`config.mk`:
```
export PLATFORM = sky130hd
export DESIGN_NAME = ext_cfg_block
export DESIGN_NICKNAME = d
export VERILOG_FILES = /design/src/core/imp_step.v /design/src/core/settle_timer.v /design/src/core/ext_cfg_block.v
export VERILOG_INCLUDE_DIRS = /design/src /design/src/core
export SDC_FILE = /design/constraint.sdc
export NUM_CORES = 1
export LEC_CHECK = 0
export CAP_MARGIN = 20
export CORE_MARGIN = 2
export CORE_UTILIZATION = 45
export CTS_CLUSTER_DIAMETER = 30
export DETAILED_ROUTE_END_ITERATION = 12
export DONT_BUFFER_PORTS = 1
export PLACE_DENSITY = 0.66
export RECOVER_POWER = 25
export SYNTH_ARGS = -nofsm -noshare
export SYNTH_HDL_FRONTEND = slang
export SYNTH_SLANG_ARGS = --single-unit
```
`constraint.sdc`:
```
create_clock -name CLK_I -period 9.4 [get_ports CLK_I]
set_clock_uncertainty 0.1 [all_clocks]
set_input_delay 0.94 -clock CLK_I [delete_from_list [all_inputs] [get_ports CLK_I]]
set_output_delay 0.94 -clock CLK_I [all_outputs]
set_load 0.05 [all_outputs]
```
`src/core/ext_cfg_consts.vh`:
```
`ifndef EXT_CFG_CONSTS_VH
`define EXT_CFG_CONSTS_VH
// APB register byte offsets.
`define REG_CMD_ADDR 12'h000
`define REG_CMD_CTRL 12'h004
`define REG_STATUS 12'h008
`define REG_EXT_ONE 12'h00C
`define REG_EXT_TWO 12'h010
`define REG_EXT_THREE 12'h014
`define REG_IMPEDANCE 12'h018
`define REG_CAL_CODE 12'h01C
// Command control bit positions.
`define CTRL_CS_N 0
`define CTRL_RAS_N 1
`define CTRL_CAS_N 2
`define CTRL_WE_N 3
`define CTRL_BA_LSB 4
`define CTRL_CKE 7
`define CTRL_SELF_REF 8
`define CTRL_READ 9
`define CTRL_WRITE 10
`define CTRL_X8 11
// Extended register one fields.
`define F_DLL_DIS 0
`define F_HALF_DRV 1
`define F_TERM_LO 2
`define F_AL_LSB 3
`define F_TERM_HI 6
`define F_CAL_LSB 7
`define F_SE_STROBE 10
`define F_XSTROBE_EN 11
`define F_OUT_OFF 12
// Bank select codes.
`define BA_EXT_ONE 3'h1
`define BA_EXT_TWO 3'h2
`define BA_EXT_THREE 3'h3
// Calibration operations.
`define CAL_EXIT 3'h0
`define CAL_DRIVE1 3'h1
`define CAL_DRIVE0 3'h2
`define CAL_ADJUST 3'h4
`define CAL_DEFAULT 3'h7
// Impedance range and default step.
`define IMP_MAX 4'hF
`define IMP_DEFAULT 4'h8
// Drive settle time in ns and cycles at 5 ns.
`define DRIVE_SETTLE_NS 10
`define CLK_PERIOD_NS 5
`define DRIVE_SETTLE_CYC ((`DRIVE_SETTLE_NS + `CLK_PERIOD_NS - 1) / `CLK_PERIOD_NS)
`define DLL_LOCK_CYC 200
`endif

```
`src/core/imp_step.v`:
```
`timescale 1ns/100ps
`default_nettype none
// Saturating 16-step impedance counter for one driver leg.
module imp_step (
	input wire clk_i,
	input wire rst_n_i,
	input wire load_i,
	input wire inc_i,
	input wire dec_i,
	output reg [3:0] step_o
);
`include "ext_cfg_consts.vh"
	// Steps stop at the ends so a runaway controller cannot wrap.
	always @(posedge clk_i or negedge rst_n_i) begin
		if (!rst_n_i) begin
			step_o <= `IMP_DEFAULT;
		end else if (load_i) begin
			step_o <= `IMP_DEFAULT;
		end else if (inc_i && step_o != `IMP_MAX) begin
			step_o <= step_o + 4'h1;
		end else if (dec_i && step_o != 4'h0) begin
			step_o <= step_o - 4'h1;
		end
	end
endmodule
`default_nettype wire

```
`src/core/settle_timer.v`:
```
`timescale 1ns/100ps
`default_nettype none
// Delays a level change by a fixed number of cycles.
module settle_timer (
	input wire clk_i,
	input wire rst_n_i,
	input wire req_i,
	output reg done_o
);
`include "ext_cfg_consts.vh"
	reg [3:0] cnt;
	// Output follows request only after it stays steady for the settle time.
	always @(posedge clk_i or negedge rst_n_i) begin
		if (!rst_n_i) begin
			cnt <= 4'h0;
			done_o <= 1'b0;
		end else if (req_i == done_o) begin
			cnt <= 4'h0;
		end else if (cnt == `DRIVE_SETTLE_CYC - 1) begin
			cnt <= 4'h0;
			done_o <= req_i;
		end else begin
			cnt <= cnt + 4'h1;
		end
	end
endmodule
`default_nettype wire

```
`src/core/ext_cfg_block.v`:
```
// The register addresses and the APB register port were decided locally.
`timescale 1ns/100ps
`default_nettype none
module ext_cfg_block (
	input wire CLK_I,
	input wire RST_N_I,
	input wire PSEL_I,
	input wire PENABLE_I,
	input wire PWRITE_I,
	input wire [11:0] PADDR_I,
	input wire [31:0] PWDATA_I,
	output reg [31:0] PRDATA_O,
	output wire PREADY_O,
	output wire PSLVERR_O,
	output reg DLL_EN_O,
	output reg DLL_RESET_O,
	output reg HALF_DRIVE_O,
	output reg [1:0] TERM_SEL_O,
	output reg [2:0] ADDED_LATENCY_O,
	output reg [3:0] PULLUP_STEP_O,
	output reg [3:0] PULLDN_STEP_O,
	output reg DQ_O,
	output reg DQ_OE_N_O,
	output reg DQS_O,
	output reg DQS_OE_N_O,
	output reg DQS_B_O,
	output reg DQS_B_OE_N_O,
	output reg XSTROBE_O,
	output reg XSTROBE_OE_N_O,
	output reg XSTROBE_B_O,
	output reg XSTROBE_B_OE_N_O,
	output reg DATA_MASK_EN_O
);
`include "ext_cfg_consts.vh"
	// Calibration states.
	localparam ST_IDLE = 4'b0001;
	localparam ST_DRIVE = 4'b0010;
	localparam ST_ADJ = 4'b0100;
	localparam ST_BEATS = 4'b1000;

	reg [15:0] cmd_addr;
	reg [11:0] cmd_ctrl;
	reg [15:0] ext_one;
	reg [15:0] ext_two;
	reg [15:0] ext_three;
	reg [3:0] cal_code;
	reg cmd_go;
	reg [3:0] state;
	reg [3:0] next_state;
	reg drive_level;
	reg [1:0] beat_cnt;
	reg [3:0] beats;
	reg [7:0] lock_cnt;
	reg self_ref_d;
	reg strobe_phase;
	wire wr_en;
	wire rd_en;
	wire cfg_cmd;
	wire [2:0] bank;
	wire [2:0] cal_op;
	wire drive_req;
	wire drive_on;
	wire up_inc;
	wire up_dec;
	wire dn_inc;
	wire dn_dec;
	wire cal_load;
	wire beat_done;
	wire [3:0] step_req;
	wire outputs_off;
	wire reading;
	wire x8_strobe;
	wire [3:0] pu_step;
	wire [3:0] pd_step;

	// Decodes a full 4-beat code into the four step requests.
	function [3:0] decode_code;
		input [3:0] code;
		begin
			case (code)
				4'h1: decode_code = 4'b0001;
				4'h2: decode_code = 4'b0010;
				4'h4: decode_code = 4'b0100;
				4'h8: decode_code = 4'b1000;
				4'h5: decode_code = 4'b0101;
				4'h6: decode_code = 4'b0110;
				4'h9: decode_code = 4'b1001;
				4'hA: decode_code = 4'b1010;
				default: decode_code = 4'b0000;
			endcase
		end
	endfunction

	// APB answers with no wait state; unmapped reads give zero.
	assign PREADY_O = 1'b1;
	assign PSLVERR_O = 1'b0;
	assign wr_en = PSEL_I && PENABLE_I && PWRITE_I;
	assign rd_en = PSEL_I && !PENABLE_I && !PWRITE_I;

	// Software registers; a write to control issues one command.
	always @(posedge CLK_I or negedge RST_N_I) begin
		if (!RST_N_I) begin
			cmd_addr <= 16'h0000;
			cmd_ctrl <= 12'h00F;
			cmd_go <= 1'b0;
		end else begin
			cmd_go <= 1'b0;
			if (wr_en && PADDR_I == `REG_CMD_ADDR) begin
				cmd_addr <= PWDATA_I[15:0];
			end
			if (wr_en && PADDR_I == `REG_CMD_CTRL) begin
				cmd_ctrl <= PWDATA_I[11:0];
				cmd_go <= 1'b1;
			end
		end
	end

	// Read data is captured in setup so it is stable in access phase.
	always @(posedge CLK_I or negedge RST_N_I) begin
		if (!RST_N_I) begin
			PRDATA_O <= 32'h00000000;
		end else if (rd_en) begin
			case (PADDR_I)
				`REG_CMD_ADDR: PRDATA_O <= {16'h0000, cmd_addr};
				`REG_CMD_CTRL: PRDATA_O <= {20'h00000, cmd_ctrl};
				`REG_STATUS: PRDATA_O <= {20'h00000, lock_cnt, state};
				`REG_EXT_ONE: PRDATA_O <= {16'h0000, ext_one};
				`REG_EXT_TWO: PRDATA_O <= {16'h0000, ext_two};
				`REG_EXT_THREE: PRDATA_O <= {16'h0000, ext_three};
				`REG_IMPEDANCE: PRDATA_O <= {24'h000000, pd_step, pu_step};
				`REG_CAL_CODE: PRDATA_O <= {28'h0000000, cal_code};
				default: PRDATA_O <= 32'h00000000;
			endcase
		end
	end

	assign cfg_cmd = cmd_go && !cmd_ctrl[`CTRL_CS_N] && !cmd_ctrl[`CTRL_RAS_N]
		&& !cmd_ctrl[`CTRL_CAS_N] && !cmd_ctrl[`CTRL_WE_N];
	assign bank = cmd_ctrl[`CTRL_BA_LSB+2:`CTRL_BA_LSB];
	assign cal_op = ext_one[`F_CAL_LSB+2:`F_CAL_LSB];

	// Extended registers; reset clears them to zero until first written.
	always @(posedge CLK_I or negedge RST_N_I) begin
		if (!RST_N_I) begin
			ext_one <= 16'h0000;
			ext_two <= 16'h0000;
			ext_three <= 16'h0000;
		end else if (cfg_cmd) begin
			if (bank == `BA_EXT_ONE) begin
				ext_one <= cmd_addr;
			end
			if (bank == `BA_EXT_TWO && cmd_ctrl[`CTRL_CKE]) begin
				ext_two <= cmd_addr;
			end
			if (bank == `BA_EXT_THREE) begin
				ext_three <= cmd_addr;
			end
		end
	end

	// Field outputs follow the stored register one bits.
	always @(posedge CLK_I or negedge RST_N_I) begin
		if (!RST_N_I) begin
			DLL_EN_O <= 1'b0;
			HALF_DRIVE_O <= 1'b0;
			TERM_SEL_O <= 2'h0;
			ADDED_LATENCY_O <= 3'h0;
			DATA_MASK_EN_O <= 1'b1;
		end else begin
			// loop enable bit, self-refresh forces off
			DLL_EN_O <= !ext_one[`F_DLL_DIS] && !cmd_ctrl[`CTRL_SELF_REF];
			HALF_DRIVE_O <= ext_one[`F_HALF_DRV];
			TERM_SEL_O <= {ext_one[`F_TERM_HI], ext_one[`F_TERM_LO]};
			ADDED_LATENCY_O <= ext_one[`F_AL_LSB+2:`F_AL_LSB];
			DATA_MASK_EN_O <= !(cmd_ctrl[`CTRL_X8] && ext_one[`F_XSTROBE_EN]);
		end
	end

	always @(posedge CLK_I or negedge RST_N_I) begin
		if (!RST_N_I) begin
			self_ref_d <= 1'b0;
			DLL_RESET_O <= 1'b0;
			lock_cnt <= 8'h00;
		end else begin
			self_ref_d <= cmd_ctrl[`CTRL_SELF_REF];
			DLL_RESET_O <= self_ref_d && !cmd_ctrl[`CTRL_SELF_REF];
			// Lock count is status only; the controller owns the 200-cycle wait.
			if (DLL_RESET_O) begin
				lock_cnt <= 8'h00;
			end else if (lock_cnt != `DLL_LOCK_CYC) begin
				lock_cnt <= lock_cnt + 8'h01;
			end
		end
	end

	always @* begin
		next_state = state;
		case (state)
			ST_IDLE: begin
				if (cal_op == `CAL_DRIVE1 || cal_op == `CAL_DRIVE0) begin
					next_state = ST_DRIVE;
				end else if (cal_op == `CAL_ADJUST) begin
					next_state = ST_ADJ;
				end
			end
			ST_DRIVE: begin
				if (cal_op == `CAL_EXIT) begin
					next_state = ST_IDLE;
				end
			end
			ST_ADJ: begin
				if (cal_op == `CAL_EXIT) begin
					next_state = ST_IDLE;
				end else if (cmd_go && cmd_ctrl[`CTRL_WRITE]) begin
					next_state = ST_BEATS;
				end
			end
			ST_BEATS: begin
				if (beat_cnt == 2'h3) begin
					next_state = ST_ADJ;
				end
			end
			default: next_state = ST_IDLE;
		endcase
	end

	// Beat n comes from bit n of the staged command word, as the bus is too slow per beat.
	always @(posedge CLK_I or negedge RST_N_I) begin
		if (!RST_N_I) begin
			state <= ST_IDLE;
			beat_cnt <= 2'h0;
			beats <= 4'h0;
			cal_code <= 4'h0;
			drive_level <= 1'b0;
		end else begin
			state <= next_state;
			if (state == ST_IDLE) begin
				drive_level <= (cal_op == `CAL_DRIVE1);
			end
			if (state == ST_BEATS) begin
				beat_cnt <= beat_cnt + 2'h1;
				beats <= {beats[2:0], cmd_addr[beat_cnt]};
				if (beat_cnt == 2'h3) begin
					cal_code <= {beats[2:0], cmd_addr[beat_cnt]};
				end
			end else begin
				beat_cnt <= 2'h0;
			end
		end
	end

	assign beat_done = (state == ST_BEATS) && (beat_cnt == 2'h3);
	assign step_req = decode_code({beats[2:0], cmd_addr[3]});
	assign up_inc = beat_done && step_req[0];
	assign up_dec = beat_done && step_req[1];
	assign dn_inc = beat_done && step_req[2];
	assign dn_dec = beat_done && step_req[3];
	assign cal_load = cfg_cmd && bank == `BA_EXT_ONE
		&& cmd_addr[`F_CAL_LSB+2:`F_CAL_LSB] == `CAL_DEFAULT;

	// One shared setting covers every DQ driver.
	imp_step u_pullup (
		.clk_i(CLK_I),
		.rst_n_i(RST_N_I),
		.load_i(cal_load),
		.inc_i(up_inc),
		.dec_i(up_dec),
		.step_o(pu_step)
	);

	imp_step u_pulldn (
		.clk_i(CLK_I),
		.rst_n_i(RST_N_I),
		.load_i(cal_load),
		.inc_i(dn_inc),
		.dec_i(dn_dec),
		.step_o(pd_step)
	);

	assign drive_req = (state == ST_DRIVE);
	settle_timer u_settle (
		.clk_i(CLK_I),
		.rst_n_i(RST_N_I),
		.req_i(drive_req),
		.done_o(drive_on)
	);

	assign outputs_off = ext_one[`F_OUT_OFF];
	assign reading = cmd_ctrl[`CTRL_READ] && !cmd_ctrl[`CTRL_WRITE];
	assign x8_strobe = cmd_ctrl[`CTRL_X8] && ext_one[`F_XSTROBE_EN];

	// Pin drive; output enables are active low.
	always @(posedge CLK_I or negedge RST_N_I) begin
		if (!RST_N_I) begin
			strobe_phase <= 1'b0;
			PULLUP_STEP_O <= `IMP_DEFAULT;
			PULLDN_STEP_O <= `IMP_DEFAULT;
			DQ_O <= 1'b0;
			DQ_OE_N_O <= 1'b1;
			DQS_O <= 1'b0;
			DQS_OE_N_O <= 1'b1;
			DQS_B_O <= 1'b1;
			DQS_B_OE_N_O <= 1'b1;
			XSTROBE_O <= 1'b0;
			XSTROBE_OE_N_O <= 1'b1;
			XSTROBE_B_O <= 1'b1;
			XSTROBE_B_OE_N_O <= 1'b1;
		end else begin
			PULLUP_STEP_O <= pu_step;
			PULLDN_STEP_O <= pd_step;
			strobe_phase <= reading ? !strobe_phase : 1'b0;
			if (drive_on) begin
				DQ_O <= drive_level;
				DQS_O <= drive_level;
				DQS_B_O <= !drive_level;
				XSTROBE_O <= drive_level;
				XSTROBE_B_O <= !drive_level;
				DQ_OE_N_O <= outputs_off;
				DQS_OE_N_O <= outputs_off;
				DQS_B_OE_N_O <= outputs_off || ext_one[`F_SE_STROBE];
				XSTROBE_OE_N_O <= outputs_off || !x8_strobe;
				XSTROBE_B_OE_N_O <= outputs_off || !(x8_strobe && !ext_one[`F_SE_STROBE]);
			end else begin
				DQ_O <= 1'b0;
				DQS_O <= strobe_phase;
				DQS_B_O <= !strobe_phase;
				XSTROBE_O <= strobe_phase;
				XSTROBE_B_O <= !strobe_phase;
				DQ_OE_N_O <= !(reading && !outputs_off);
				DQS_OE_N_O <= !(reading && !outputs_off);
				DQS_B_OE_N_O <= !(reading && !outputs_off && !ext_one[`F_SE_STROBE]);
				XSTROBE_OE_N_O <= !(reading && !outputs_off && x8_strobe);
				XSTROBE_B_OE_N_O <= !(reading && !outputs_off && x8_strobe
					&& !ext_one[`F_SE_STROBE]);
			end
		end
	end
endmodule
`default_nettype wire

```
==> flow_summary.json, run 1 <==
{
  "period_share_pct": 35.7,
  "yosys-top-cells-area": "dfrtp_1 47%, mux2_2 12%, dfstp_2 5.3%",
  "ctsLongestPathBuffers": 2,
  "finalSetupViolations": 0,
  "drc": 0,
  "grt-ovfl-total": 0,
  "slew_headroom_pct": 30.1,
  "post_cts_resized": 0,
  "fin_ws_ns": 6.05,
  "ys_seq_area_share_pct": 52.5,
  "power_leakage_nw": 3.69,
  "rr_endpoint": "u_pullup.step_o[3]$_DFFE_PN1P_",
  "worstPathRequired_ns": 9.64,
  "r2r_slack_ns": 6.05,
  "wirelength_mm": 16.1,
  "syn_area_per_cell_um2": 12.7,
  "hpwlAfterDp_mm": 11.2,
  "final_util_pct": 50.5,
  "maxCapViolCount": 0,
  "synth_ff_type": "dfrtp_1",
  "wl_per_cell_um": 20.0,
  "met2_usage_pct": 28.8,
  "fin_cells": 803,
  "dpl_worst_slack_ns": 5.93,
  "postCtsSetupBuffers": 0,
  "grt_first_pass_wirelength_mm": 25.8,
  "met1_usage_pct": 26.4,
  "start_util_pct": 46.3,
  "hold_violations": 0,
  "vias_per_cell": 5.68,
  "gp_congestion": 0.861,
  "insertion_delay_ns": 0.42,
  "grt_pass1_vias": 4528,
  "cp-start-kind": "register",
  "syn_area_um2": 7370,
  "tightest_slew_ns": 1.05,
  "max_freq_mhz": 298,
  "power.total_mw": 1.48,
  "period_needed_ns": 3.35,
  "clkSinkCount": 154,
  "cts_buffers": 17,
  "cp-end-kind": "register",
  "synth_warnings": 0,
  "die_y_um": 132,
  "hold_class": "input pin to asynchronous set/reset pin",
  "dieArea_um2": 17400,
  "synth_edf_count": 0,
  "gr-usage-met3_pct": 6.38,
  "cts_tree": "yes",
  "critPathKind": "register to register",
  "p_per_area_nw_per_um2": 183,
  "maxSlewViolCount": 0,
  "num_antenna_cells": 0,
  "drtPass1Iterations": 5,
  "dpl.cell_count": 771,
  "detail-route-antenna-nets": 0,
  "core_um2": 15900,
  "die_w_um": 132,
  "status": "finished, final reports clean",
  "peakVddDrop_uv": 125,
  "synthToLayoutAreaGrowth_pct": 9.14,
  "grt_usage_pct": 19.3,
  "synth.top_cell.area_share_pct": 47.2,
  "cp.arrival_ns": 3.60,
  "netlist_instances": 581,
  "fin_nets": 632,
  "rsz0062_at_grt": "no",
  "tns_ns": 0,
  "fp-row-count": 46,
  "drt_iter0_drc": 384,
  "antenna_found_initial": 0,
  "num_vias": 4561,
  "cts_hold_buf": 0,
  "htree_levels": 4,
  "crit_fanout": 9,
  "io_buffer_count": 0,
  "root_buffer": "clkbuf_16",
  "top_usage_layer": "met2",
  "ys_types": 71,
  "reg2reg_depth": 9,
  "ys_ff_latch": 154,
  "cts.clk_slew.worst_paths_ns": 0.06,
  "rr_startpoint": "state[1]$_DFFE_PN0P_",
  "yosysTopAreaCell": "dfrtp_1",
  "drive_above_1_share_pct": 27.9,
  "io_pins": 110,
  "synthArstFlopShare_pct": 100,
  "grt_start_max_net_pins": 155
}
==> per-layer routing <==
metal / share of wire [%] / wire [um] / vias up
met5: 0 / 0 / -
met4: 1.8 / 296 / 0
met3: 7.7 / 1240 / 25
met2: 46 / 7330 / 158
met1: 45 / 7200 / 2306
li1: - / - / 2072
==> per-stage QoR <==
step / hold WS, ns / area, um^2
2_1_floorplan: 0.262 / 7430
3_3_place_gp: 0.293 / 7410
3_5_place_dp: 0.296 / 7410
4_1_cts: 0.0941 / 8050
5_1_grt: 0.0872 / 8050
6_report: 0.126 / 8050
==> power by group <==
part / internal [mW] / leakage, nW / switching [mW]
clock: 0.454 / 0.292 / 0.273
combinational: 0.0208 / 1.32 / 0.0343
sequential: 0.676 / 2.08 / 0.0198
==> final cells by class <==
type,count,area (um^2)
fill,1369,7890
sequential,154,3870
multi-input combinational,383,3200
clock buffer,19,443
tap,216,270
clock inverter,13,193
inverter,17,63.8
timing repair buffer,1,7.51
==> cell usage in the layout (no fill, tap or decap), types with 9 or more instances in the layout <==
master / netlist / final
nand2_1: 26 / 26
inv_1: 17 / 17
xnor2_1: 9 / 9
mux2_2: 77 / 77
nor2_1: 27 / 27
mux2i_1: 17 / 17
o21ai_0: 18 / 18
dfstp_2: 15 / 15
dfrtp_1: 139 / 139
nand3_1: 18 / 18
conb_1: 2 / 18
clkbuf_16: 0 / 17
mux2_4: 20 / 20
==> state kept, by name, summed over array words and instances (netlist names), 3 cells and up <==
signal,flops
cal_code,4
PRDATA_O,16
beats,3
state,4
u_pullup.step_o,4
u_settle.cnt,4
ADDED_LATENCY_O,3
PULLDN_STEP_O,4
cmd_addr,16
ext_two,16
lock_cnt,8
ext_one,16
cmd_ctrl,12
PULLUP_STEP_O,4
u_pulldn.step_o,4
ext_three,16
==> logic make-up (layout without fill, tap and decap cells) <==
family	after synthesis	after routing	synth area share, %
mux	118	118	19.4
other cells	2	18	0.102
fa+ha+maj	9	9	1.73
flops	154	154	52.5
buf+inv	60	50	4.92
xor+xnor	15	15	1.78
simple gates	149	149	12.4
compound gates	74	74	7.14
==> worst max-delay path, cell delays in order, from the launching register on <==
cell and delay (ns):
dfrtp_1 0.47, nor4b_4 0.59, nand3_1 0.27, or2_2 0.37, ha_1 0.28, a21o_1 0.17, a21oi_1 0.15, mux2_2 0.36
o21a_1 0.17, or3_1 0.34
==> synth_stat cells (4+ instances only) <==
cell and count:
a22oi_1 8, and2_1 4, o21ai_0 18, buf_6 4
xnor2_1 9, and3_1 5, a222oi_1 4, clkbuf_1 8
nor2_1 27, o21a_1 4, mux2_2 77, buf_2 7
nand2_1 26, xor2_1 6, nand3b_1 8, a21oi_1 7
ha_1 7, nor3_1 7, or3_1 8, mux2_4 20
nor2b_1 7, inv_1 17, a221oi_1 5, nand4_1 6
dfstp_2 15, buf_4 22, mux2i_1 17, dfrtp_1 139
nand3_1 18
==> how the worst max path moves through the flow <==
stage	slack, ns	start	cells after the start	to
final	6.05	state[1]$_DFFE_PN0P_	9	u_pullup.step_o[3]$_DFFE_PN1P_
after global routing	5.87	state[1]$_DFFE_PN0P_	9	u_pulldn.step_o[3]$_DFFE_PN1P_
after CTS	6.05	state[1]$_DFFE_PN0P_	9	u_pullup.step_o[3]$_DFFE_PN1P_
after detailed placement	5.93	PADDR_I[9]	5	cmd_addr[7]$_DFFE_PN0P_
after global placement	5.96	PADDR_I[9]	5	cmd_addr[2]$_DFFE_PN0P_
after floorplan	6.39	state[1]$_DFFE_PN0P_	9	u_pulldn.step_o[3]$_DFFE_PN1P_
(Power assumes the default switching activity.)
==> run 2, diff against run 1 <==
--- a/config.mk
+++ b/config.mk
@@ -6,13 +6,14 @@
 export SDC_FILE = /design/constraint.sdc
 export NUM_CORES = 1
 export LEC_CHECK = 0
+export ABC_AREA = 1
 export CAP_MARGIN = 20
 export CORE_MARGIN = 2
 export CORE_UTILIZATION = 45
 export CTS_CLUSTER_DIAMETER = 30
 export DETAILED_ROUTE_END_ITERATION = 12
 export DONT_BUFFER_PORTS = 1
-export PLACE_DENSITY = 0.66
+export PLACE_DENSITY = 0.68
 export RECOVER_POWER = 25
 export SYNTH_ARGS = -nofsm -noshare
 export SYNTH_HDL_FRONTEND = slang
==> constraint.sdc (replaced) <==
create_clock -name CLK_I -period 2.82 [get_ports CLK_I]
set_clock_uncertainty 0.1 [all_clocks]
set_input_delay 0.282 -clock CLK_I [delete_from_list [all_inputs] [get_ports CLK_I]]
set_output_delay 0.282 -clock CLK_I [all_outputs]
set_load 0.05 [all_outputs]
==> flow_summary.json, run 2 <==
{
  "start_util_pct": 46.3,
  "die_y_um": 135,
  "power.total_mw": 4.74,
  "peakVddDrop_uv": 418,
  "layout_commonest_cell": "nand2_1",
  "synth.top_cell.area_share_pct": 45.0,
  "path_cells": "ha_1 > inv_1 > nor2_4 > nand3_2 > ha_1 > a21oi_1 > nand2_1 > xnor2_1 > nand2_1 > nand2_1 > nor2_1 > nand2_1",
  "hpwlAfterDp_mm": 11.8,
  "hold_ws_ns": -0.542,
  "period_share_pct": 84.6,
  "fp-row-count": 47,
  "detail-route-antenna-nets": 0,
  "status": "complete, but fails checks",
  "post_dp_cell_area_um2": 7710,
  "cts_tree": "yes",
  "clkPwrFrac_pct": 46.5,
  "critPathBufInv": 1,
  "die_w_um": 135,
  "power_leakage_nw": 4.20,
  "maxSlewViolCount": 0,
  "worstPathRequired_ns": 3.08,
  "yosysTopAreaCell": "dfrtp_1",
  "gp_congestion": 0.798,
  "netlist_instances": 896,
  "switchingPower_mw": 1.08,
  "io_buffer_count": 0,
  "num_antenna_cells": 0,
  "ctsLongestPathBuffers": 2,
  "hold_class": "input pin to asynchronous set/reset pin",
  "ys_types": 45,
  "postLayoutCellArea_um2": 8430,
  "final_cell_mix": "226 x nand2_1, 139 x dfrtp_1, 105 x nand3_1",
  "grt_pass1_vias": 5473,
  "syn_area_per_cell_um2": 8.62,
  "synth_warnings": 0,
  "crit_fanout": 9,
  "synthArstFlopShare_pct": 100,
  "switching_share_pct": 22.9,
  "critPathKind": "register to register",
  "yosys-top-cells-area": "dfrtp_1 45%, nand2_1 11%, nand3_1 6.8%",
  "max_freq_mhz": 419,
  "drtPass1Iterations": 5,
  "wirelength_mm": 17.4,
  "slew_headroom_pct": 42.7,
  "combPwrFrac_pct": 4.7,
  "cp-end-kind": "register",
  "ys_ff_latch": 154,
  "nFillCells": 1620,
  "vias_per_cell": 5.25,
  "synthToLayoutAreaGrowth_pct": 9.10,
  "core_um2": 16700,
  "drc": 0,
  "p_per_area_nw_per_um2": 563,
  "io_pins": 110,
  "intPower_mw": 3.66,
  "grt-ovfl-total": 0,
  "cpMaxStageDelayCell": "dfrtp_1",
  "rsz0062_at_grt": "no",
  "critical-path-top-cell-by-count": "nand2_1",
  "finalSetupViolations": 0,
  "cts.clk_slew.worst_paths_ns": 0.06,
  "drt_iter0_drc": 522,
  "root_buffer": "clkbuf_16",
  "hold_violations": 154,
  "cts_buffers": 17,
  "cp-start-kind": "register",
  "yosysMostFrequentCell": "nand2_1",
  "critPathTopFamily": "simple AND/OR/NAND/NOR gates",
  "htree_levels": 4,
  "fin_nets": 956,
  "maxCapViolCount": 0,
  "cpPeakStageDelay_ns": 0.42,
  "antenna_found_initial": 0,
  "cts_hold_buf": 16,
  "dieArea_um2": 18200,
  "syn_area_um2": 7730,
  "insertion_delay_ns": 0.43,
  "tns_ns": 0,
  "seq_power_share_pct": 48.8,
  "cp.arrival_ns": 2.65,
  "drive_above_1_share_pct": 12.2,
  "ys_seq_area_share_pct": 50.1,
  "yosys-top-cells-count": "226 x nand2_1, 139 x dfrtp_1, 105 x nand3_1",
  "period_needed_ns": 2.39,
  "synth_edf_count": 0,
  "clkSinkCount": 154,
  "final_util_pct": 50.5,
  "num_vias": 5931,
  "grt_start_max_net_pins": 155,
  "tightest_slew_ns": 0.861,
  "violations": "hold timing",
  "synth_ff_type": "dfrtp_1",
  "wl_per_cell_um": 15.4,
  "grt_first_pass_wirelength_mm": 28.5,
  "grt_usage_pct": 20.1
}
[run 2: cell count changes after synthesis, sizes merged, moves of 11 or more]
cell / before / now
inv: 17 / 86
nand2: 26 / 233
nand3: 19 / 117
o21ai: 18 / 91
nand4: 6 / 17
mux2: 97 / 2
mux2i: 17 / 0
buf: 35 / 46
nor2: 28 / 80
[run 2: through the flow]
step | hold slack (ns) | instances | setup WS, ns
after CTS | -0.562 | 1130 | 0.444
after global placement | -0.104 | 1083 | 0.516
after global routing | -0.564 | 1130 | 0.216
final | -0.542 | 1130 | 0.434
after detailed placement | -0.105 | 1083 | 0.436
after floorplan | -0.114 | 912 | 0.739
[run 2: worst reg2reg max path, cell delays in order, from the launching register on]
cell	delay [ns]
dfrtp_1	0.42
ha_1	0.19
inv_1	0.12
nor2_4	0.24
nand3_2	0.24
ha_1	0.39
a21oi_1	0.14
nand2_1	0.07
xnor2_1	0.13
nand2_1	0.07
nand2_1	0.05
nor2_1	0.10
nand2_1	0.05
[run 2: logic make-up (layout without fill, tap and decap cells)]
logic type               Yosys count  after routing  synth area share [%]
adder cells (fa/ha/maj)            9              9                  1.65
flip-flops                       154            154                  50.1
buffers and inverters            142            140                  9.62
AO/OA/AOI/OAI                    116            116                  8.78
multiplexers                       2              2                 0.291
other                              2             18                0.0972
XOR/XNOR                           6              6                 0.680
AND/OR/NAND/NOR                  465            465                  28.8
[run 2: power groups by stage]
stage	Sequential (mW)	Combinational, mW	Clock, mW
6_report	2.31	0.223	2.21
5_1_grt	2.32	0.253	2.34
4_1_cts	2.31	0.223	2.24
3_5_place_dp	2.35	0.205	0
3_3_place_gp	2.35	0.198	0
2_1_floorplan	2.33	0.203	0
[run 2: what timing repair did]
action                     CTS  global route
hold endpoints to repair   182           154
setup endpoints to repair    0             0
buffers inserted             0             0
resized for setup            0             0
[run 2: path summary, 6_finish.rpt]
| path | startpoint | to | slack (ns) | depth (start not counted) |
|---|---|---|---|---|
| min in group CLK_I | PENABLE_I | PRDATA_O[10]$_DFFE_PN0P_ | 0.17 | 4 |
| max | beat_cnt[0]$_DFF_PN0_ | u_pullup.step_o[3]$_DFFE_PN1P_ | 0.43 | 12 |
| min | RST_N_I | ext_two[2]$_DFFE_PN0P_ | -0.54 | 0 |
| min reg2reg | u_pulldn.step_o[3]$_DFFE_PN1P_ | PULLDN_STEP_O[3]$_DFF_PN1_ | 0.29 | 0 |
| max in group asynchronous | RST_N_I | DQS_B_OE_N_O$_DFF_PN1_ | 2.86 | 0 |
| max reg2reg | beat_cnt[0]$_DFF_PN0_ | u_pullup.step_o[3]$_DFFE_PN1P_ | 0.43 | 12 |
[run 2: layout make-up]
cell class / count / area (um^2) / share of cell area (%)
flip-flops and latches: 154 / 3870 / 45.9
multi-input cells: 616 / 3170 / 37.7
clock buffers: 23 / 468 / 5.55
inverters: 87 / 327 / 3.87
well taps: 220 / 275 / 3.27
repair buffers: 22 / 218 / 2.58
clock inverters: 8 / 96.3 / 1.14
[run 2: per-layer routing]
| metal | vias to the layer above | GRT usage [%] | part of all wire (%) | wire [um] |
|---|---|---|---|---|
| li1 | 2883 | - | - | - |
| met1 | 2825 | 29.9 | 48 | 8400 |
| met2 | 189 | 27.9 | 42 | 7360 |
| met3 | 34 | 4.65 | 7.0 | 1210 |
| met4 | 0 | 8.91 | 2.7 | 469 |
| met5 | - | 0 | 0 | 0 |
